**src/acs_regs.svh**
```systemverilog
`ifndef ACS_REGS_SVH
`define ACS_REGS_SVH
// register byte offsets
`define ACS_OFF_CLKCTL     12'h000
`define ACS_OFF_INSEL      12'h004
`define ACS_OFF_CTRL       12'h008
`define ACS_OFF_STATUS     12'h00c
// clock control fields
`define ACS_CLK_SRC_BIT    15
`define ACS_SAMT_LSB       8
`define ACS_DIV_LSB        0
`define ACS_CLKCTL_MASK    32'h0000_9fff
// input select fields
`define ACS_NEGB_BIT       31
`define ACS_POSB_LSB       24
`define ACS_NEGA_BIT       23
`define ACS_POSA_LSB       16
`define ACS_INSEL_MASK     32'h8f8f_0000
// control fields
`define ACS_ALT_BIT        0
`define ACS_OFFSET_CAL_MODE_BIT     1
`define ACS_TRIG_LSB       4
`define ACS_CTRL_MASK      32'h0000_0073
// reset values
`define ACS_CLKCTL_RST     32'h0000_0000
`define ACS_INSEL_RST      32'h0000_0000
`define ACS_CTRL_RST       32'h0000_0000
// auto trigger code
`define ACS_TRIG_AUTO      3'h7
`endif

```
**src/acs_pkg.sv**
```systemverilog
package acs_pkg;
    typedef enum logic [1:0] {
        ACS_IDLE   = 2'b00,
        ACS_SAMPLE = 2'b01,
        ACS_CONV   = 2'b10
    } acs_phase_t;
    typedef enum logic [1:0] {
        ACS_PKG_SMALL  = 2'b00,
        ACS_PKG_MEDIUM = 2'b01,
        ACS_PKG_LARGE  = 2'b10
    } acs_pkg_size_t;
endpackage

```
**src/acs_mux_clock.sv**
```systemverilog
// What this block does
// - the conversion clock comes from the internal fast RC oscillator when the source bit is 1, else from the bus clock.
// - from the bus clock the conversion clock period is two bus periods times divider plus one.
// - the divider is ignored while the RC oscillator is selected.
// - the auto-sample time applies only when the trigger source is 111.
// - sample B negative input is analog input 1 when its bit is 1, else the low reference.
// - sample B positive code 0-12 selects an analog input, 13 temperature sensor, 14 internal reference, 15 open.
// - sample A negative input is analog input 1 when its bit is 1, else the low reference.
// - sample A positive code uses the same table as sample B.
// - unimplemented bits of all three configuration registers read as zero.
// - on the small package inputs 6 to 8 and 12 are absent; input 12 exists only on the large one.
// - with alternate off sample A is always used, else A first then B and A in turn.
// - offset calibration ties both inputs to the low reference, overriding selection.
//
// Implementation choices: register access over AXI4-Lite and the register offsets.
`timescale 1ns/1ps
`default_nettype none
`include "acs_regs.svh"
module acs_mux_clock
    import acs_pkg::*;
#(
    parameter acs_pkg_size_t PKG_SIZE = ACS_PKG_LARGE,
    parameter int            NUM_AIN  = 13
) (
    // clock and reset
    input  wire logic        aclk,
    input  wire logic        aresetn,
    // axi4-lite write address
    input  wire logic [11:0] s_axi_awaddr,
    input  wire logic        s_axi_awvalid,
    output logic             s_axi_awready,
    // axi4-lite write data
    input  wire logic [31:0] s_axi_wdata,
    input  wire logic [3:0]  s_axi_wstrb,
    input  wire logic        s_axi_wvalid,
    output logic             s_axi_wready,
    // axi4-lite write response
    output logic [1:0]       s_axi_bresp,
    output logic             s_axi_bvalid,
    input  wire logic        s_axi_bready,
    // axi4-lite read
    input  wire logic [11:0] s_axi_araddr,
    input  wire logic        s_axi_arvalid,
    output logic             s_axi_arready,
    output logic [31:0]      s_axi_rdata,
    output logic [1:0]       s_axi_rresp,
    output logic             s_axi_rvalid,
    input  wire logic        s_axi_rready,
    // fast rc oscillator tick and converter sequencing
    input  wire logic        frc_tick,
    input  wire logic        sample_start,
    input  wire logic        conv_done,
    // conversion clock and sample timing
    output logic             conv_clk_tick,
    output logic             samp_time_valid,
    output logic [4:0]       samp_time,
    // sample-and-hold connection
    output logic [15:0]      sh_pos_onehot,
    output logic             sh_neg_ain1,
    output logic             sh_neg_low_reference,
    output logic             sh_pos_low_reference,
    output logic             sh_using_b
);
    // the decode table serves exactly thirteen analog inputs and three package sizes
    if (NUM_AIN != 13) begin : g_bad_ain
        $error("acs_mux_clock: NUM_AIN must be 13");
    end
    if (PKG_SIZE != ACS_PKG_SMALL && PKG_SIZE != ACS_PKG_MEDIUM &&
        PKG_SIZE != ACS_PKG_LARGE) begin : g_bad_pkg
        $error("acs_mux_clock: PKG_SIZE has no input mask");
    end

    logic [31:0] clkctl_r;
    logic [31:0] insel_r;
    logic [31:0] ctrl_r;
    logic        aw_held_r;
    logic        w_held_r;
    logic [11:0] awaddr_r;
    logic [31:0] wdata_r;
    logic [3:0]  wstrb_r;
    logic [8:0]  div_cnt_r;
    logic        conv_tick_r;
    acs_phase_t  phase_r;
    logic        next_b_r;
    logic [15:0] pos_r;
    logic        neg_ain1_r;
    logic        neg_low_reference_r;
    logic        pos_low_reference_r;
    logic        using_b_r;
    logic [4:0]  samp_time_r;
    logic        samp_valid_r;

    // four-bit selection code to onehot, with package-absent inputs dropped
    function automatic logic [15:0] acs_decode(input logic [3:0] code);
        logic [15:0] oh;
        oh = 16'h0001 << code;
        if (PKG_SIZE == ACS_PKG_SMALL) begin
            oh = oh & 16'hee3f;
        end else if (PKG_SIZE == ACS_PKG_MEDIUM) begin
            oh = oh & 16'hefff;
        end
        return oh;
    endfunction

    // byte-lane merge; the mask keeps unimplemented bits at zero
    function automatic logic [31:0] acs_merge(input logic [31:0] old, input logic [31:0] d,
                                              input logic [3:0] s, input logic [31:0] m);
        logic [31:0] bm;
        bm = {{8{s[3]}}, {8{s[2]}}, {8{s[1]}}, {8{s[0]}}};
        return ((old & ~bm) | (d & bm)) & m;
    endfunction

    // byte offset to word index, compared against address bits 11:2
    function automatic logic [9:0] acs_index(input logic [11:0] off);
        return off[11:2];
    endfunction

    // the four word addresses that the block answers
    function automatic logic acs_mapped(input logic [9:0] idx);
        return idx == acs_index(`ACS_OFF_CLKCTL) || idx == acs_index(`ACS_OFF_INSEL) ||
               idx == acs_index(`ACS_OFF_CTRL) || idx == acs_index(`ACS_OFF_STATUS);
    endfunction

    // write channel: address and data taken in either order
    wire        aw_have   = aw_held_r | s_axi_awvalid;
    wire        w_have    = w_held_r | s_axi_wvalid;
    // no new write is taken until the previous response has gone
    wire        wr_fire   = aw_have & w_have & ~s_axi_bvalid;
    wire [11:0] wr_addr   = aw_held_r ? awaddr_r : s_axi_awaddr;
    wire [31:0] wr_data   = w_held_r ? wdata_r : s_axi_wdata;
    wire [3:0]  wr_strb   = w_held_r ? wstrb_r : s_axi_wstrb;
    wire        wr_hit    = acs_mapped(wr_addr[11:2]);
    wire        wr_clk    = wr_fire && wr_addr[11:2] == acs_index(`ACS_OFF_CLKCTL);
    wire        wr_sel    = wr_fire && wr_addr[11:2] == acs_index(`ACS_OFF_INSEL);
    wire        wr_ctl    = wr_fire && wr_addr[11:2] == acs_index(`ACS_OFF_CTRL);
    assign s_axi_awready = ~aw_held_r & ~s_axi_bvalid;
    assign s_axi_wready  = ~w_held_r & ~s_axi_bvalid;

    // read channel
    wire        rd_fire   = s_axi_arvalid & s_axi_arready;
    wire [9:0]  rd_idx    = s_axi_araddr[11:2];
    // status: bit 18 setting b, bits 17:2 positive onehot, bits 1:0 phase
    wire [31:0] status_w  = {13'h0000, sh_using_b, pos_r, phase_r};
    wire        rd_hit    = acs_mapped(rd_idx);
    wire [31:0] rd_val    = (rd_idx == acs_index(`ACS_OFF_CLKCTL)) ? clkctl_r :
                            (rd_idx == acs_index(`ACS_OFF_INSEL))  ? insel_r :
                            (rd_idx == acs_index(`ACS_OFF_CTRL))   ? ctrl_r :
                            (rd_idx == acs_index(`ACS_OFF_STATUS)) ? status_w : 32'h0000_0000;
    assign s_axi_arready = ~s_axi_rvalid;

    always_ff @(posedge aclk) begin
        if (!aresetn) begin
            aw_held_r    <= 1'b0;
            w_held_r     <= 1'b0;
            awaddr_r     <= 12'h000;
            wdata_r      <= 32'h0000_0000;
            wstrb_r      <= 4'h0;
            s_axi_bvalid <= 1'b0;
            s_axi_bresp  <= 2'h0;
            s_axi_rvalid <= 1'b0;
            s_axi_rdata  <= 32'h0000_0000;
            s_axi_rresp  <= 2'h0;
            clkctl_r     <= `ACS_CLKCTL_RST;
            insel_r      <= `ACS_INSEL_RST;
            ctrl_r       <= `ACS_CTRL_RST;
        end else begin
            if (s_axi_awvalid && s_axi_awready && !wr_fire) begin
                aw_held_r <= 1'b1;
                awaddr_r  <= s_axi_awaddr;
            end
            if (s_axi_wvalid && s_axi_wready && !wr_fire) begin
                w_held_r <= 1'b1;
                wdata_r  <= s_axi_wdata;
                wstrb_r  <= s_axi_wstrb;
            end
            if (wr_fire) begin
                aw_held_r    <= 1'b0;
                w_held_r     <= 1'b0;
                s_axi_bvalid <= 1'b1;
                s_axi_bresp  <= wr_hit ? 2'h0 : 2'h3;
            end else if (s_axi_bready) begin
                s_axi_bvalid <= 1'b0;
            end
            // masks keep unimplemented bits at zero
            if (wr_clk) begin
                clkctl_r <= acs_merge(clkctl_r, wr_data, wr_strb, `ACS_CLKCTL_MASK);
            end
            if (wr_sel) begin
                insel_r <= acs_merge(insel_r, wr_data, wr_strb, `ACS_INSEL_MASK);
            end
            if (wr_ctl) begin
                ctrl_r <= acs_merge(ctrl_r, wr_data, wr_strb, `ACS_CTRL_MASK);
            end
            if (rd_fire) begin
                s_axi_rvalid <= 1'b1;
                s_axi_rdata  <= rd_val;
                s_axi_rresp  <= rd_hit ? 2'h0 : 2'h3;
            end else if (s_axi_rready) begin
                s_axi_rvalid <= 1'b0;
            end
        end
    end

    // conversion clock
    wire       src_frc   = clkctl_r[`ACS_CLK_SRC_BIT];
    wire [7:0] divider   = clkctl_r[`ACS_DIV_LSB +: 8];
    // a tick every 2*(div+1) bus cycles; divider unused on rc source
    wire       div_wrap  = div_cnt_r >= {divider, 1'b1};
    wire [8:0] div_nxt   = (src_frc || div_wrap) ? 9'h000 : div_cnt_r + 9'h001;
    wire       tick_nxt  = src_frc ? frc_tick : div_wrap;

    // alternation and calibration overrides
    wire [2:0] trig_src  = ctrl_r[`ACS_TRIG_LSB +: 3];
    wire [4:0] samt_field = clkctl_r[`ACS_SAMT_LSB +: 5];
    wire       alt_en    = ctrl_r[`ACS_ALT_BIT];
    wire       offset_cal_mode    = ctrl_r[`ACS_OFFSET_CAL_MODE_BIT];
    wire       use_b     = alt_en & next_b_r;
    wire [3:0] pos_code  = use_b ? insel_r[`ACS_POSB_LSB +: 4] : insel_r[`ACS_POSA_LSB +: 4];
    wire       neg_sel   = use_b ? insel_r[`ACS_NEGB_BIT] : insel_r[`ACS_NEGA_BIT];
    // a new sampling phase starts on a rise out of idle or conversion
    wire       take      = sample_start && phase_r != ACS_SAMPLE;

    always_ff @(posedge aclk) begin
        if (!aresetn) begin
            div_cnt_r    <= 9'h000;
            conv_tick_r  <= 1'b0;
            phase_r      <= ACS_IDLE;
            next_b_r     <= 1'b0;
            pos_r        <= 16'h0000;
            neg_ain1_r   <= 1'b0;
            neg_low_reference_r  <= 1'b1;
            pos_low_reference_r  <= 1'b0;
            using_b_r    <= 1'b0;
            samp_time_r  <= 5'h00;
            samp_valid_r <= 1'b0;
        end else begin
            div_cnt_r    <= div_nxt;
            conv_tick_r  <= tick_nxt;
            samp_valid_r <= trig_src == `ACS_TRIG_AUTO;
            samp_time_r  <= (trig_src == `ACS_TRIG_AUTO) ? samt_field : 5'h00;
            if (!alt_en) begin
                next_b_r <= 1'b0;
            end
            // setting latched at sampling start, held to end of conversion
            if (take) begin
                pos_r       <= offset_cal_mode ? 16'h0000 : acs_decode(pos_code);
                pos_low_reference_r <= offset_cal_mode;
                neg_ain1_r  <= ~offset_cal_mode & neg_sel;
                neg_low_reference_r <= offset_cal_mode | ~neg_sel;
                using_b_r   <= use_b;
                next_b_r    <= alt_en & ~next_b_r;
            end
            case (phase_r)
                ACS_IDLE: begin
                    if (sample_start) begin
                        phase_r <= ACS_SAMPLE;
                    end
                end
                ACS_SAMPLE: begin
                    if (!sample_start) begin
                        phase_r <= ACS_CONV;
                    end
                end
                ACS_CONV: begin
                    if (sample_start) begin
                        phase_r <= ACS_SAMPLE;
                    end else if (conv_done) begin
                        phase_r <= ACS_IDLE;
                    end
                end
                default: begin
                    phase_r <= ACS_IDLE;
                end
            endcase
        end
    end

    assign conv_clk_tick   = conv_tick_r;
    assign samp_time       = samp_time_r;
    assign samp_time_valid = samp_valid_r;
    assign sh_pos_onehot   = pos_r;
    assign sh_neg_ain1     = neg_ain1_r;
    assign sh_neg_low_reference    = neg_low_reference_r;
    assign sh_pos_low_reference    = pos_low_reference_r;
    assign sh_using_b      = using_b_r;

    a_frc_tick_follow: assert property (@(posedge aclk) disable iff (!aresetn)
        src_frc && $past(src_frc) |-> conv_clk_tick == $past(frc_tick))
        else $error("rc source tick does not follow oscillator");
    a_div_zero_period: assert property (@(posedge aclk) disable iff (!aresetn)
        $stable(clkctl_r) && !src_frc && divider == 8'h00 && conv_clk_tick
        && $past(clkctl_r) == clkctl_r ##1 $stable(clkctl_r) |=> conv_clk_tick)
        else $error("divider zero does not give two-cycle period");
    a_div_one_gap: assert property (@(posedge aclk) disable iff (!aresetn)
        !src_frc && divider == 8'h01 && $rose(conv_clk_tick) && $stable(clkctl_r)
        ##1 $stable(clkctl_r) |-> !conv_clk_tick)
        else $error("divider one ticks too early");
    a_frc_ignore_div: assert property (@(posedge aclk) disable iff (!aresetn)
        src_frc |=> div_cnt_r == 9'h000)
        else $error("divider runs on rc source");
    a_samp_gate: assert property (@(posedge aclk) disable iff (!aresetn)
        trig_src != `ACS_TRIG_AUTO |=> !samp_time_valid && samp_time == 5'h00)
        else $error("sample time applied without auto trigger");
    a_neg_select: assert property (@(posedge aclk) disable iff (!aresetn)
        take && !offset_cal_mode |=> sh_neg_ain1 == $past(neg_sel) && sh_neg_low_reference != sh_neg_ain1)
        else $error("negative input not as selected");
    a_pos_decode: assert property (@(posedge aclk) disable iff (!aresetn)
        take && !offset_cal_mode && pos_code == 4'hf |=> sh_pos_onehot[15] && $countones(sh_pos_onehot) == 1)
        else $error("open code not decoded");
    a_small_absent: assert property (@(posedge aclk) disable iff (!aresetn)
        PKG_SIZE != ACS_PKG_LARGE |-> !sh_pos_onehot[12])
        else $error("input 12 present on smaller package");
    a_alt_order: assert property (@(posedge aclk) disable iff (!aresetn)
        take && !alt_en |=> !sh_using_b)
        else $error("sample b used with alternation off");
    a_cal_override: assert property (@(posedge aclk) disable iff (!aresetn)
        take && offset_cal_mode |=> sh_pos_low_reference && sh_neg_low_reference && sh_pos_onehot == 16'h0000)
        else $error("calibration does not tie inputs low");
    a_hold_setting: assert property (@(posedge aclk) disable iff (!aresetn)
        phase_r == ACS_CONV && !sample_start |=> $stable(sh_pos_onehot))
        else $error("setting changed during conversion");
    a_reserved_zero: assert property (@(posedge aclk) disable iff (!aresetn)
        (clkctl_r & ~`ACS_CLKCTL_MASK) == 32'h0 && (insel_r & ~`ACS_INSEL_MASK) == 32'h0)
        else $error("unimplemented bits set");

    // outputs and bus answers, one edge after their cause or held on every edge
    a_tick_one_cycle: assert property (@(posedge aclk) disable iff (!aresetn)
        !src_frc && conv_clk_tick |=> !conv_clk_tick)
        else $error("bus clock tick longer than one cycle");
    a_samp_apply: assert property (@(posedge aclk) disable iff (!aresetn)
        trig_src == `ACS_TRIG_AUTO |=> samp_time_valid && samp_time == $past(samt_field))
        else $error("sample time not applied with auto trigger");
    a_neg_exclusive: assert property (@(posedge aclk) disable iff (!aresetn)
        sh_neg_ain1 != sh_neg_low_reference)
        else $error("negative input not exactly one source");
    a_onehot_single: assert property (@(posedge aclk) disable iff (!aresetn)
        $countones(sh_pos_onehot) <= 1)
        else $error("more than one positive input selected");
    a_conv_hold_neg: assert property (@(posedge aclk) disable iff (!aresetn)
        phase_r == ACS_CONV && !sample_start |=> $stable(sh_neg_ain1) && $stable(sh_using_b))
        else $error("negative or b setting changed during conversion");
    a_unmapped_read: assert property (@(posedge aclk) disable iff (!aresetn)
        rd_fire && !rd_hit |=> s_axi_rdata == 32'h0000_0000 && s_axi_rresp == 2'h3)
        else $error("unmapped read not answered with decode error");
    a_unmapped_write: assert property (@(posedge aclk) disable iff (!aresetn)
        wr_fire && !wr_hit |=> s_axi_bresp == 2'h3)
        else $error("unmapped write not answered with decode error");
endmodule
`default_nettype wire

```
**config.mk**
```make
export PLATFORM = sky130hd
export DESIGN_NAME = acs_mux_clock
export DESIGN_NICKNAME = d
export VERILOG_FILES = /design/src/acs_pkg.sv /design/src/acs_mux_clock.sv
export VERILOG_INCLUDE_DIRS = /design/src /design/src/src
export SDC_FILE = /design/constraint.sdc
export NUM_CORES = 1
export LEC_CHECK = 0
export BUFFER_PORTS_ARGS = -buffer_cell sky130_fd_sc_hd__buf_2
export CORE_MARGIN = 2
export CORE_UTILIZATION = 51
export CTS_BUF_LIST = sky130_fd_sc_hd__clkbuf_8
export DETAILED_ROUTE_END_ITERATION = 6
export MAX_ROUTING_LAYER = met4
export PLACE_DENSITY = 0.8
export REMOVE_ABC_BUFFERS = 1
export SYNTH_ARGS = -nofsm -noshare
export SYNTH_HDL_FRONTEND = slang
export SYNTH_SLANG_ARGS = --single-unit
export TNS_END_PERCENT = 100
```
**constraint.sdc**
```tcl
create_clock -name aclk -period 2.1 [get_ports aclk]
set_input_delay 0.315 -clock aclk [delete_from_list [all_inputs] [get_ports aclk]]
set_output_delay 0.315 -clock aclk [all_outputs]
set_load 0.05 [all_outputs]
```
==> flow_summary.json <==
{
  "synthCells": 689,
  "dr_wl_met2_microns": 7400,
  "fp.dieH_microns": 115,
  "antenna_found_initial": 0,
  "finalSetupViolations": 0,
  "clk-insertion-delay-late_ns": 0.44,
  "hold_viol_final": 0,
  "fin_nets": 882,
  "fin_crit_sh": 0.928,
  "clkTransAtPathRegs_ns": 0.07,
  "critical_path_class": "flip-flop to flip-flop",
  "yosysWarningCount": 0,
  "ff_latch_area_sq_mm": 0.00276,
  "rows": 40,
  "maxSlewViolCount": 0,
  "cts_tree": "yes",
  "top_layer": "met4",
  "ios": 138,
  "cap_violations": 0,
  "fill_cells": 1016,
  "critPathMaxStageDelay_ns": 0.40,
  "synthFlopType": "dfxtp_1",
  "power_leakage_nw": 3.20,
  "wl_met1_microns": 6390,
  "run_status": "finished clean",
  "drive_gt1_frac": 0.246,
  "num_vias": 5384,
  "cts_resized": 0,
  "grt_max_degree": 55,
  "first_global_vias": 5128,
  "crit_path_top_delay_cell": "o211a_1",
  "start_util": 0.523,
  "fin_skew_ns": 0.0103,
  "h-tree-depth": 4,
  "drc": 0,
  "dieArea_sq_mm": 0.0132,
  "final_cell_mix": "dfxtp_1 (138), nand2_1 (126), buf_2 (118)",
  "max-clock-path-buffers": 2,
  "final_cell_count_no_fill": 963,
  "rsz0062_at_grt": "false",
  "path_cells": "buf_4 -> nor3b_1 -> o2111a_1 -> o211a_1 -> mux2i_1",
  "max_slew_margin": 0.567,
  "cts_buffers": 17,
  "dp_hpwl_microns": 11100,
  "ys_seq_area_frac": 0.439,
  "dr_wl_met3_microns": 828,
  "track_usage": 0.240,
  "gp_congestion": 0.895,
  "tns_ns": 0,
  "wl_microns": 14900,
  "avgRoutedWirePerCell_microns": 15.5,
  "io_buffers": 119,
  "vias_per_cell": 5.59,
  "ys_ff_latch": 138,
  "grt_overflow": 0,
  "synth_largest_area_cell": "dfxtp_1",
  "hold_buffers": 0,
  "min_path_type": "primary input to flip-flop",
  "p_per_area_mw_per_mm2": 776,
  "power_mw": 5.78,
  "period_minus_slack_ns": 1.95,
  "synth_top_cell_area_share": 0.439,
  "drt-initial-drc-count": 314,
  "syn_to_final_growth_pct": 18.4,
  "startpoint_type": "flip-flop",
  "die_width_microns": 115,
  "drtPass1Iterations": 4,
  "place_area_sq_mm": 0.00702,
  "cp-end-kind": "flip-flop",
  "peakVddDrop_v": 0.000396,
  "synth_area_per_cell_sq_um": 9.13,
  "post-place-ws_ns": -0.111,
  "drtAntennaViolNets": 0,
  "cts_root_buf": "clkbuf_8",
  "r2r_slack_ns": 0.15,
  "synthTopCellsByArea": "dfxtp_1 (44%), mux2i_1 (7.8%), nand2_1 (7.5%)",
  "crit_arrival_ns": 2.32,
  "multi_input_area_sq_mm": 0.00325,
  "cts_sinks": 138,
  "dp_cells": 931,
  "insertedDiodeCount": 0,
  "cp_data_required_time_ns": 2.47,
  "cp_max_fo": 12,
  "worst_slack_ns": 0.151,
  "design.core.area_sq_mm": 0.0120,
  "mostFrequentLayoutCell": "dfxtp_1",
  "synth_edf_count": 0,
  "stdcell_area_sq_mm": 0.00745,
  "post-cts-setup-buffer-count": 0,
  "fmax_mhz": 513,
  "syn_area_sq_mm": 0.00629,
  "worst_slew_pin_slew_ns": 0.632,
  "synth.distinct_cells": 54,
  "grt_pass1_wl_microns": 24400,
  "async_reset_ff_frac": 0
}
[critical path, delay by kind of cell (launching register included)]
| family | cells | cell delay, ns |
|---|---|---|
| DFF | 1 | 0.35 |
| and+or+nand+nor | 1 | 0.32 |
| buffers and inverters | 1 | 0.19 |
| muxes | 1 | 0.24 |
| AOI/OAI and AO/OA | 2 | 0.78 |
[stage by stage]
| step | hold slack (ns) | utilization |
|---|---|---|
| 4_1_cts | 0.0969 | 0.620 |
| 3_3_place_gp | 0.439 | 0.585 |
| 5_1_grt | 0.0975 | 0.620 |
| 2_1_floorplan | 0.391 | - |
| 3_5_place_dp | 0.439 | 0.585 |
| 6_report | 0.110 | 0.620 |
[cell usage after synthesis (all sizes together), types with 10 or more instances]
master / number
clkbuf: 36
o211ai: 10
a32oi: 13
inv: 14
nor2: 28
mux2: 19
nand2: 126
nand2b: 12
a22oi: 12
buf: 16
dfxtp: 138
a21boi: 48
mux2i: 49
nand3: 16
nand4: 11
nor2b: 36
[worst paths after layout]
path / startpoint / end / cells past startpoint
max: aw_held_r / flip-flop / 5
min: sample_start / phase_r[1] / 2
min reg2reg: sh_neg_ain1 / sh_neg_ain1 / 2
max reg2reg: aw_held_r / flip-flop / 5
[routing by layer]
metal	vias to the layer above	GRT usage
met5	-	-
met3	26	0.0506
met1	2557	0.285
li1	2641	-
met4	0	0.0884
met2	160	0.402
[cell families after synthesis]
kind of cell	count (synthesis)	synth area share
AO/OA/AOI/OAI	139	0.175
XOR/XNOR	8	0.0111
adder cells (fa/ha/maj)	9	0.0179
buffers and inverters	66	0.0462
flip-flops	138	0.439
multiplexers	68	0.112
other	1	0.000596
AND/OR/NAND/NOR	260	0.198
[layout make-up]
| type | instances | area share |
|---|---|---|
| clock buffer | 20 | 0.0370 |
| clock inverter | 12 | 0.0198 |
| inverter | 14 | 0.00706 |
| multi-input combinational | 490 | 0.437 |
| sequential | 138 | 0.371 |
| tap | 147 | 0.0247 |
| timing repair buffer | 142 | 0.104 |
[where the power goes]
group / total [mW] / switching (mW) / internal [mW]
clock network: 2.27 / 1.01 / 1.26
registers: 2.76 / 0.0557 / 2.70
logic: 0.754 / 0.472 / 0.281
Note: power is estimated with default switching activity, not from simulation.
